$ cat src/voter_cfg.svh
// Register offsets, field positions, reset values and indices of the voter
`ifndef VOTER_CFG_SVH
`define VOTER_CFG_SVH

// APB byte offsets
`define OFS_CTRL 8'h00
`define OFS_SP_BASE 8'h04
`define OFS_STATUS 8'h24

// Register indices (byte offset / 4)
`define IDX_CTRL 4'h0
`define IDX_SP_LAST 4'h8
`define IDX_STATUS 4'h9
`define IDX_NONE 4'hF

// Setpoint slots, one word each from OFS_SP_BASE upward
`define SP_FLUX_HI 3'h0
`define SP_TEMP_HI 3'h1
`define SP_PRESS_HI 3'h2
`define SP_PRESS_LO 3'h3
`define SP_PT_BIAS 3'h4
`define SP_FLOW_MGN 3'h5
`define SP_PUMP_LIM 3'h6
`define SP_BYP_FLUX 3'h7

// Reset values: high limits open, low limits closed, turbine and feedwater trips enabled
`define CTRL_RESET 1'h1
`define SP_RESET {16'h0000, 16'hFFFF, 16'hFFFF, 16'h0000, \
	16'h0000, 16'hFFFF, 16'hFFFF, 16'hFFFF}

// CTRL field
`define CTRL_EN 0

// Analog parameter slots
`define P_FLUX 0
`define P_TEMP 1
`define P_PRESS 2
`define P_FLOW 3

// Pump count below which the pump limit applies
`define PUMPS_FULL 3'h4

// STATUS fields
`define ST_TRIP 0
`define ST_COINC 1
`define ST_RELAY 2
`define ST_LINKF 6
`define ST_INF 10
`define ST_OUTF 11
`define ST_BLDG1 12
`define ST_SHUNT 13
`define ST_SG 14
`define ST_SELF 15

`endif

$ cat src/voter_pkg.sv
// Types shared by the protective channel voter
package voter_pkg;
	typedef logic [15:0] sample_t;

	// Every non-APB input pin of the channel, kept together for synchronising
	typedef struct packed {
		logic power_ok;
		logic cpu_ok;
		logic in_card_ok;
		logic out_card_ok;
		logic shunt_pwr_ok;
		logic [3:0] link_ok;
		logic [3:0] trip_in_n;
		logic [3:0] turb_open;
		logic [3:0] bldg_open;
		logic [3:0] fwa_open;
		logic [3:0] fwb_open;
		logic [2:0] pumps;
		logic [3:0][3:0][15:0] ana;
	} pins_s;

	typedef struct packed {
		pins_s sync1;
		pins_s sync2;
		logic ctrl_en;
		logic [7:0][15:0] sp;
		logic chan_trip_n;
		logic [1:0] brk_hold;
		logic input_fault_alarm;
		logic trouble_alarm;
		logic shunt_inop_alarm;
		logic safeguards_act;
		logic [31:0] prdata;
		logic pready;
		logic pslverr;
	} state_s;
endpackage : voter_pkg

$ cat src/sel_if.sv
// Carrier between the voter and its analog selectors
`timescale 1ns/1ns
`default_nettype none
interface sel_if;
	logic [3:0][15:0] vals;
	logic [3:0] valid;
	logic [1:0] own;
	voter_pkg::sample_t hi2;
	voter_pkg::sample_t lo2;
	logic ok;
	modport src(output vals, output valid, output own,
		input hi2, input lo2, input ok);
	modport sel(input vals, input valid, input own,
		output hi2, output lo2, output ok);
endinterface : sel_if
`default_nettype wire

$ cat src/analog_selector.sv
// Second-highest and second-lowest selection over four channel samples
`timescale 1ns/1ns
`default_nettype none
module analog_selector (
	sel_if.sel bus
);
	// Ties broken by channel index so each rank is held by one sample only
	always_comb begin
		logic [2:0] nv;
		logic [2:0] above;
		logic [2:0] below;
		nv = 3'h0;
		above = 3'h0;
		below = 3'h0;
		bus.hi2 = 16'h0000;
		bus.lo2 = 16'h0000;
		for (int i = 0; i < 4; i++) begin
			nv = nv + {2'h0, bus.valid[i]};
		end
		// Faulted samples take no part in the ranking
		for (int i = 0; i < 4; i++) begin
			above = 3'h0;
			below = 3'h0;
			for (int j = 0; j < 4; j++) begin
				if (j != i && bus.valid[j]) begin
					if (bus.vals[j] > bus.vals[i] ||
						(bus.vals[j] == bus.vals[i] && j < i)) begin
						above = above + 3'h1;
					end
					if (bus.vals[j] < bus.vals[i] ||
						(bus.vals[j] == bus.vals[i] && j < i)) begin
						below = below + 3'h1;
					end
				end
			end
			if (bus.valid[i] && above == 3'h1) begin
				bus.hi2 = bus.vals[i];
			end
			if (bus.valid[i] && below == 3'h1) begin
				bus.lo2 = bus.vals[i];
			end
		end
		bus.ok = (nv >= 3'h2);
		// A lone own hardwired sample passes straight through
		if (nv == 3'h1 && bus.valid[bus.own]) begin
			bus.hi2 = bus.vals[bus.own];
			bus.lo2 = bus.vals[bus.own];
			bus.ok = 1'b1;
		end
	end
endmodule : analog_selector
`default_nettype wire

$ cat src/protective_channel_voter.sv
// One protective channel: selection, voting, trip relays and APB registers
`timescale 1ns/1ns
`default_nettype none
`include "voter_cfg.svh"

// Behaviour
// Channel power loss trips the channel
// Computing card removal trips the channel
// Input card removal faults inputs, alarms, no trip
// Output card removal alarms, forces both outputs tripped
// Untripped inputs keep relays energized, no trip
// Channel trip drives its relay in every cabinet
// Relay contacts form two-of-four coincidence
// Coincidence removes power from own breaker
// Breaker pairs AB, AD, BC, CD cut rods
// Lost link faults every signal it carries
// Faulted signals excluded; lone own signal passes
// Second-max/min for analog, two-of-four for contacts
// Selection holds while two signals stay valid
// Input fault reduces voting to two-of-three
// Channels A-C also compute safeguards logic
// Manual trip switch in series with coil
// Coil power loss energizes shunt trip relay
// Shunt trip power loss announced as inoperable
// Shunt and undervoltage devices tested independently
// Trip on flux, temperature, pressure, building, turbine, feedwater
// Building pressure from own independent sensor
// Second-highest flux above setpoint trips channel
// Single building contact only alarms; two trip
// Active-low trips, voting re-evaluated every cycle
module protective_channel_voter #(
	parameter logic [1:0] CH_ID = 2'h0
) (
	input wire logic pclk,
	input wire logic presetn,
	input wire logic [7:0] paddr,
	input wire logic psel,
	input wire logic penable,
	input wire logic pwrite,
	input wire logic [31:0] pwdata,
	output logic [31:0] prdata,
	output logic pready,
	output logic pslverr,
	input wire logic power_ok,
	input wire logic cpu_ok,
	input wire logic in_card_ok,
	input wire logic out_card_ok,
	input wire logic shunt_pwr_ok,
	input wire logic [3:0] link_ok,
	input wire logic [3:0] trip_in_n,
	input wire logic [3:0] turb_open,
	input wire logic [3:0] bldg_open,
	input wire logic [3:0] fwa_open,
	input wire logic [3:0] fwb_open,
	input wire logic [2:0] pumps,
	input wire logic [3:0][15:0] flux_in,
	input wire logic [3:0][15:0] temp_in,
	input wire logic [3:0][15:0] press_in,
	input wire logic [3:0][15:0] flow_in,
	output logic chan_trip_n,
	output logic [1:0] brk_hold,
	output logic input_fault_alarm,
	output logic trouble_alarm,
	output logic shunt_inop_alarm,
	output logic safeguards_act
);
	localparam logic HAS_SG = (CH_ID != 2'h3);

	// Two-of-four over valid contacts; three valid makes it two-of-three
	function automatic logic vote2(input logic [3:0] open,
		input logic [3:0] ok);
		return $countones(open & ok) >= 2;
	endfunction : vote2

	// APB word index, or IDX_NONE for unmapped or misaligned addresses
	function automatic logic [3:0] reg_idx(input logic [7:0] a);
		if (a[1:0] != 2'h0 || a > `OFS_STATUS) begin
			return `IDX_NONE;
		end
		return a[5:2];
	endfunction : reg_idx

	voter_pkg::state_s q;
	voter_pkg::state_s d;
	voter_pkg::pins_s raw;
	logic [3:0] valid;
	logic [3:0] rel;
	logic [3:0][15:0] hi;
	logic [3:0][15:0] lo;
	logic [3:0] sok;
	logic coinc;
	logic ch_trip;
	logic bldg_one;
	logic [15:0] status;

	assign raw = {power_ok, cpu_ok, in_card_ok, out_card_ok, shunt_pwr_ok,
		link_ok, trip_in_n, turb_open, bldg_open, fwa_open, fwb_open,
		pumps, flow_in, press_in, temp_in, flux_in};

	// Own slot valid while the input card sits; peers while the link lives
	for (genvar j = 0; j < 4; j++) begin : g_chan
		assign valid[j] = (j == CH_ID) ? q.sync2.in_card_ok
			: q.sync2.link_ok[j];
		// Own relay follows this channel's registered trip
		assign rel[j] = (j == CH_ID) ? q.chan_trip_n
			: q.sync2.trip_in_n[j];
	end

	// One selector for each analog parameter
	for (genvar g = 0; g < 4; g++) begin : g_sel
		sel_if sif ();
		assign sif.vals = q.sync2.ana[g];
		assign sif.valid = valid;
		assign sif.own = CH_ID;
		analog_selector u_sel (
			.bus(sif.sel)
		);
		assign hi[g] = sif.hi2;
		assign lo[g] = sif.lo2;
		assign sok[g] = sif.ok;
	end

	// Channel trip decision, recomputed every cycle from current validity
	always_comb begin
		logic t_flux;
		logic t_flow;
		logic t_pump;
		logic t_temp;
		logic t_phi;
		logic t_plo;
		logic t_pt;
		logic armed;
		t_flux = !sok[`P_FLUX] ||
			hi[`P_FLUX] > q.sp[`SP_FLUX_HI];
		t_flow = !sok[`P_FLOW] || {1'b0, hi[`P_FLUX]} >
			{1'b0, lo[`P_FLOW]} + {1'b0, q.sp[`SP_FLOW_MGN]};
		t_pump = q.sync2.pumps < `PUMPS_FULL &&
			hi[`P_FLUX] > q.sp[`SP_PUMP_LIM];
		t_temp = !sok[`P_TEMP] ||
			hi[`P_TEMP] > q.sp[`SP_TEMP_HI];
		t_phi = !sok[`P_PRESS] ||
			hi[`P_PRESS] > q.sp[`SP_PRESS_HI];
		t_plo = !sok[`P_PRESS] ||
			lo[`P_PRESS] < q.sp[`SP_PRESS_LO];
		// Low pressure at high temperature crosses the P-T boundary
		t_pt = {1'b0, lo[`P_PRESS]} <
			{1'b0, hi[`P_TEMP]} + {1'b0, q.sp[`SP_PT_BIAS]};
		// Turbine and feedwater trips stay bypassed below startup flux
		armed = q.ctrl_en && hi[`P_FLUX] >= q.sp[`SP_BYP_FLUX];
		ch_trip = !q.sync2.power_ok || !q.sync2.cpu_ok;
		ch_trip = ch_trip || t_flux || t_flow || t_pump || t_temp;
		ch_trip = ch_trip || t_phi || t_plo || t_pt;
		ch_trip = ch_trip || vote2(q.sync2.bldg_open, valid);
		ch_trip = ch_trip || (armed &&
			vote2(q.sync2.turb_open, valid));
		ch_trip = ch_trip || (armed && vote2(q.sync2.fwa_open, valid) &&
			vote2(q.sync2.fwb_open, valid));
	end

	// A tripped relay is a de-energized one, no validity masking here
	assign coinc = vote2(~rel, 4'hF);
	assign bldg_one = $countones(q.sync2.bldg_open & valid) == 1;

	// Readable view of the channel's own state
	always_comb begin
		status = 16'h0000;
		status[`ST_TRIP] = !q.chan_trip_n;
		status[`ST_COINC] = coinc;
		status[`ST_RELAY +: 4] = ~rel;
		status[`ST_LINKF +: 4] = ~q.sync2.link_ok;
		status[`ST_INF] = q.input_fault_alarm;
		status[`ST_OUTF] = !q.sync2.out_card_ok;
		status[`ST_BLDG1] = bldg_one;
		status[`ST_SHUNT] = q.shunt_inop_alarm;
		status[`ST_SG] = q.safeguards_act;
		status[`ST_SELF] = ch_trip;
	end

	// Next state: synchronisers, outputs and the APB slave
	always_comb begin
		logic [3:0] idx;
		idx = reg_idx(paddr);
		d = q;
		d.sync1 = raw;
		d.sync2 = q.sync1;
		d.chan_trip_n = !ch_trip;
		// Energized hold only while no coincidence and output card sits
		d.brk_hold = {2{!coinc && q.sync2.out_card_ok}};
		d.input_fault_alarm = !q.sync2.in_card_ok;
		d.trouble_alarm = !q.sync2.out_card_ok || bldg_one;
		d.shunt_inop_alarm = !q.sync2.shunt_pwr_ok;
		d.safeguards_act = HAS_SG && (vote2(q.sync2.bldg_open, valid) ||
			(!sok[`P_PRESS] ||
			lo[`P_PRESS] < q.sp[`SP_PRESS_LO]));
		// Zero-wait slave: read data is prepared during the setup cycle
		d.pready = psel && !penable;
		d.pslverr = psel && !penable && idx == `IDX_NONE;
		d.prdata = 32'h0000_0000;
		if (psel && !penable) begin
			if (idx == `IDX_CTRL) begin
				d.prdata = {31'h0000_0000, q.ctrl_en};
			end else if (idx <= `IDX_SP_LAST) begin
				d.prdata = {16'h0000, q.sp[3'(idx - 4'h1)]};
			end else if (idx == `IDX_STATUS) begin
				d.prdata = {16'h0000, status};
			end
		end
		// Writes land on the edge that samples pready high
		if (psel && penable && pwrite && q.pready) begin
			if (idx == `IDX_CTRL) begin
				d.ctrl_en = pwdata[`CTRL_EN];
			end else if (idx <= `IDX_SP_LAST) begin
				d.sp[3'(idx - 4'h1)] = pwdata[15:0];
			end
		end
	end

	// Reset leaves the channel tripped and every breaker unpowered
	always_ff @(posedge pclk or negedge presetn) begin
		if (!presetn) begin
			q <= '0;
			q.ctrl_en <= `CTRL_RESET;
			q.sp <= `SP_RESET;
		end else begin
			q <= d;
		end
	end

	assign prdata = q.prdata;
	assign pready = q.pready;
	assign pslverr = q.pslverr;
	assign chan_trip_n = q.chan_trip_n;
	assign brk_hold = q.brk_hold;
	assign input_fault_alarm = q.input_fault_alarm;
	assign trouble_alarm = q.trouble_alarm;
	assign shunt_inop_alarm = q.shunt_inop_alarm;
	assign safeguards_act = q.safeguards_act;
endmodule : protective_channel_voter
`default_nettype wire

$ cat config.mk
export PLATFORM = sky130hd
export DESIGN_NAME = protective_channel_voter
export DESIGN_NICKNAME = d
export VERILOG_FILES = /design/src/voter_pkg.sv /design/src/sel_if.sv /design/src/analog_selector.sv /design/src/protective_channel_voter.sv
export VERILOG_INCLUDE_DIRS = /design/src
export SDC_FILE = /design/constraint.sdc
export NUM_CORES = 2
export LEC_CHECK = 0
export BUFFER_PORTS_ARGS = -buffer_cell sky130_fd_sc_hd__buf_4
export CAP_MARGIN = 10
export CORE_UTILIZATION = 41
export CTS_CLUSTER_DIAMETER = 100
export DETAILED_ROUTE_END_ITERATION = 8
export SLEW_MARGIN = 25
export SYNTH_ARGS = -nofsm -noshare
export SYNTH_HDL_FRONTEND = slang
export SYNTH_SLANG_ARGS = --single-unit
$ cat constraint.sdc
create_clock -name pclk -period 8.4 [get_ports pclk]
set_clock_uncertainty 0.05 [all_clocks]
set_input_delay 2.52 -clock pclk [delete_from_list [all_inputs] [get_ports pclk]]
set_output_delay 2.52 -clock pclk [all_outputs]
set_load 0.1 [all_outputs]
# Yosys cells after proc, flatten, opt, wreduce, memory -nomap -nowiden
# Cells that the tools add are included.
[classes] add_sub_neg=61 n_mul=0 div=0 magnitude_cmp=79 n_eq_ne=48 n_shift=0 muxes=158 bitwise_logic=7 n_reduce_logical=96
[op_table] operator="$gt 16x16->1" n=40
[op_table] operator="$mux 16" n=31
[op_table] operator="$lt 16x16->1" n=25
[op_table] operator="$eq 16x16->1" n=24
[op_table] operator="$mux 3" n=90
[op_table] operator="$bwmux 128" n=1
[op_table] operator="$add 3x1->3 const B" n=35
[op_table] operator="$eq 3x1->1 const B" n=21
[op_table] operator="$logic_or 1x1->1" n=49
[op_table] operator="$bmux 16 s3" n=1
[op_table] operator="$demux 16 s3" n=1
[op_table] operator="$add 16x16->17" n=2
[op_table] operator="$logic_and 1x1->1" n=33
[op_table] operator="$eq 32x2->1 const B" n=1
[op_table] operator="$mux 1" n=32
[op_table] operator="$add 1x1->2" n=11
[op_table] operator="$ge 3x2->1 const B" n=6
[op_table] operator="$gt 16x17->1" n=1
[op_table] operator="$lt 16x17->1" n=1
[op_table] operator="$and 4x4->4" n=4
[op_table] operator="$ge 16x16->1" n=1
[op_table] operator="$add 2x2->3" n=5
[op_table] operator="$add 1x1->2 const B" n=5
[op_table] operator="$logic_not 1->1" n=10
[op_table] operator="other kinds (15)" n=19
[word_totals] reg_bits=745 latchBits=0 mem_bits_rw=0 romBits=0 in_bits=333 out_inout_bits=41 elab_cells=523 mem_count=0

# Logic depth before layout (Yosys ltp)
[logic_depth] ltp_word=32 ltp_mapped=45

# Hierarchy
# From an unflattened synthesis, not the netlist that was laid out.
[unflattened] cells_unflattened=4386 hier_area_um2=45726.4
[by_module_without_submodules] module="protective_channel_voter" instances=1 cells_each=1777 area_each_um2=25974.9
[by_module_without_submodules] module="analog_selector at g_sel[0].u_sel ..." instances=2 cells_each=660 area_each_um2=4974.8
[by_module_without_submodules] module="analog_selector at g_sel[3].u_sel" instances=1 cells_each=660 area_each_um2=5039.8
[by_module_without_submodules] module="analog_selector at g_sel[2].u_sel" instances=1 cells_each=629 area_each_um2=4762.1

# Worst setup path after synthesis
# OpenSTA, ideal clock, no wires.
[synth_timing] path_kind="flip-flop to flip-flop" from="register q, in the netlist g_sel[1].sif.vals[17]" to="register q, in the netlist prdata[15]" setup_ns=0.133 arrival_time_ns=7.455 t_required_ns=8.217 path_slack_ns=0.762 path_stages_with_launch=41 path_buffers=0 path_cell_list="dfrtp_1 -> ha_1 -> nor2b_1 -> o21a_1 -> o21a_1 -> o21a_1 -> o21ai_0 -> nand2b_1 -> a21oi_1 -> o211ai_1 -> o21ai_0 -> ha_1 -> mux2_2 -> ha_1 -> or4_1 -> mux2i_1 -> and2_1 -> a311oi_1 -> [5 not listed] -> a21oi_1 -> o21bai_1 -> nand3_1 -> a31oi_1 -> nand4_1 -> nand3_1 -> o21a_1 -> nor3_1 -> or2_2 -> ha_1 -> nand4_1 -> o41ai_1 -> o2111ai_1 -> nor4_1 -> nand3_1 -> nor3_1 -> o311a_1 -> o41ai_2"
[synth_rtl] element="start, declared" line_no="protective_channel_voter.sv:83" rtl="voter_pkg::state_s q;"

==> metrics.md <==
| Metric | Value |
|---|---|
| Die H | 316 um |
| Slowest-stage cell, CP | a2111oi_1 |
| Gpl congestion | 0.955 |
| Max_cap viols | 0 |
| Worst EP arrival | 8.69 ns |
| H-tree lvl count | 3 |
| Site Rows | 114 |
| Via count of the first global-routing pass | 30700 |
| Crit path max-delay family | compound AO/OA/AOI/OAI gates |
| TritonCTS Buffers | 79 |
| Net Sw Frac | 0.311 |
| Die width | 316 um |
| Setup_tns | 0 ns |
| # IOs | 374 |
| Initial antenna violation count | 1 |
| Final period utilization | 0.979 |
| VDD IR max | 0.199 mV |
| 1st-iter DRT viols | 2548 |
| Violated checks | design-rule violations |
| Syn Area/Cell | 10.7 um^2 |
| Startpoint Class | flop |
| Final Setup Violations | 0 |
| Sequential power share | 0.389 |
| Worst path most repeated cell | ha_1 |
| Yosys reg bits | 723 |
| Via Count | 30900 |
| Layout cell share with drive strength beyond 1 | 0.221 |
| Layout Area Growth over Synthesis | 19.4% |
| Post-layout min period | 8.22 ns |
| DIE AREA | 99600 um^2 |
| Internal power | 6650 uW |
| CTS Buffer Depth | 3 |
| Routed WL per cell | 21.9 um |
| Critical Path End Type | flop |
| TritonCTS clock tree | built |
| Dpl hpwl | 96.0 mm |
| Main synth FF type | dfrtp_1 |
| Core area | 97100 um^2 |
| Max-slew violation count | 0 |
| DRC viols | 32 |
| Synth top area cells | dfrtp_1 40%, ha_1 18%, dfstp_2 5.3% |
| Clock root buffer master | clkbuf_16 |
| Worst Path Max Fanout | 5 |
| LEAKAGE | 0.0233 uW |
| Crit Path Class | reg2reg |
| Clock power frac | 0.362 |
| CP bufs+invs | 2 |
| Clock Latency Late Sink | 0.67 ns |
| Fin nets | 5167 |
| Synth Instances | 3759 |
| Hold Path Class | reg2reg |
| DRT Wirelength | 122 mm |
| Overall power | 9660 uW |
| Reg clk slew, reported paths | 0.06 ns |
| CP required | 8.87 ns |
| Worst hold slack | 0.293 ns |
| Logic pwr share | 0.249 |
| Warnings, synthesis | 0 |
| Outcome | finished, violations left |
| Grt ovf | 0 |
| Clk sinks | 723 |
| Post-synthesis sequential area ratio | 0.451 |
| Synth cell types | 99 |
| Pin count of the biggest net entering global routing | 164 |
| Asr flop ratio synth | 1.00 |
| Final ANT Viol Nets | 0 |
| DR pass1 iterations | 8 |
| Vias per cell | 5.55 |
| All-Layer GR Usage | 0.245 |
| CP peak stage delay | 0.51 ns |
| Number of synthesized flops with an enable pin | 0 |
| Port bufs | 338 |
| Cell Pwr Density | 201 nW/um^2 |
| First-pass GRT wire length | 185 mm |
| Final hold violation count | 0 |
| Slew @ Worst Pin | 1.01 ns |
| Synth area leader | dfrtp_1 |
| Netlist area before placement | 40300 um^2 |
| RSZ-0062 raised after global routing | true |
| Post-Place Cells | 5418 |
| Reported net switching power | 3000 uW |
| Final non-filler cell total | 5573 |
| Starting density of the core | 0.415 |
| Fmax | 122 MHz |
| Relative slew slack | 0.326 |
| Top-area cell type share of the netlist area | 0.398 |
[flip-flops by register name, summed over array words and instances, names as in the netlist, 4 cells and up]
signal,count
d,285
g_sel.sif.valid,4
g_sel.sif.vals,256
prdata,16
q,154
[per-layer routing]
layer,GRT usage,vias up,wire length [um]
met5,0,-,12
met4,0.0691,2,2790
met3,0.0439,161,9320
met2,0.382,1083,54600
met1,0.350,15100,55200
li1,-,14600,-
[kinds of logic (layout without fill, tap and decap cells)]
kind of cell / count (synthesis) / count (layout) / synth area share
AOI/OAI and AO/OA: 935 / 935 / 0.157
adders and majority gates: 599 / 599 / 0.187
and+or+nand+nor: 832 / 832 / 0.103
DFF: 723 / 723 / 0.451
xor gates and xnor gates: 27 / 27 / 0.00586
other: 1 / 17 / 0.0000930
muxes: 140 / 140 / 0.0446
buffers and inverters: 502 / 1024 / 0.0513
[metrics by stage]
step / utilization / area (um^2) / setup slack, ns
after global placement: 0.465 / 45200 / -0.107
final: 0.496 / 48200 / 0.176
after floorplan: - / 40400 / 0.762
after CTS: 0.493 / 47900 / 0.0142
after detailed placement: 0.465 / 45200 / -0.248
after global routing: 0.496 / 48200 / -0.189
[final cells by class]
| class | instances | area [um^2] |
|---|---|---|
| Clock inverter | 34 | 413 |
| Tap cell | 1276 | 1600 |
| Multi-Input combinational cell | 2549 | 20400 |
| Inverter | 360 | 1350 |
| Clock buffer | 108 | 2220 |
| Sequential cell | 723 | 18200 |
| Fill cell | 8866 | 49000 |
| Timing Repair Buffer | 522 | 3980 |
| Antenna cell | 1 | 2.50 |
[power groups by stage]
stage | logic, uW | registers (uW) | clock network (uW)
CTS | 2320 | 3760 | 3580
global route | 2660 | 3770 | 3720
global placement | 2260 | 3820 | 0
finish | 2400 | 3760 | 3500
floorplan | 1360 | 3790 | 0
detailed placement | 2300 | 3820 | 0
[cell usage after synthesis (17+ instances only)]
cell         n
a32oi_1     31
a22oi_1     21
a221o_1     35
or3_1       19
ha_1       591
a211oi_1    34
inv_1      358
nand2_1    272
and2_1      32
mux2i_1     19
o22ai_1     24
a21oi_1    232
and3_1      19
o21ai_0    189
clkbuf_1    75
a31oi_1     29
nand2b_1    30
o211ai_1    32
xnor2_1     17
dfrtp_1    642
nand4_1     76
nor2b_1     41
o21a_1      66
nor3_1      60
nor2_1     123
a2111oi_0   17
buf_2       23
mux2_2      99
dfstp_2     81
buf_4       35
mux4_2      21
nand3_1     86
a221oi_1    21
a21o_1      65
[worst paths after layout]
check,start,to,slack [ns],cells after the start
worst max-delay path,g_sel[1].sif.vals[18],prdata[15],0.18,37
worst min-delay path,d[290],g_sel[1].sif.vals[56],0.29,0
worst max register to register,g_sel[1].sif.vals[18],prdata[15],0.18,37
worst min register to register,d[290],g_sel[1].sif.vals[56],0.29,0
max in group asynchronous,presetn,g_sel[3].sif.vals[17],4.92,2
min in group asynchronous,presetn,d[355],1.88,1
[layout by cell type, fill, tap and decap left out, drive strengths merged, types with 24 or more instances in the layout]
cell type and instances:
clkbuf 108, a221o 35, a32oi 31, buf 522, a31oi 29, dfrtp 642
nor3 61, o21a 66, ha 591, o21ai 203, mux2 99, o22ai 25
a221oi 24, nand3 86, nor2b 41, and2 33, dfstp 81, nand2 273
nand2b 30, nor2 123, a21o 65, a21oi 233, nand4 77, a211oi 35
o211ai 40, inv 373
[worst reg2reg max path: cells and delay by family, from the launching register on]
kind,cells,cell delay (ns)
compound gates,18,3.92
fa+ha+maj,5,1.57
flops,1,0.36
simple gates,11,1.87
buf+inv,2,0.19
xor+xnor,1,0.17
[timing repair]
| action | CTS | global route |
|---|---|---|
| resized for setup | 7 | 50 |
| endpoints found under the setup margin | 2 | 2 |
| pin swaps | 5 | 36 |
| hold buffers | 0 | 0 |
| buffers inserted | 1 | 11 |
| hold endpoints to repair | 0 | 0 |
(Power assumes the default switching activity.)
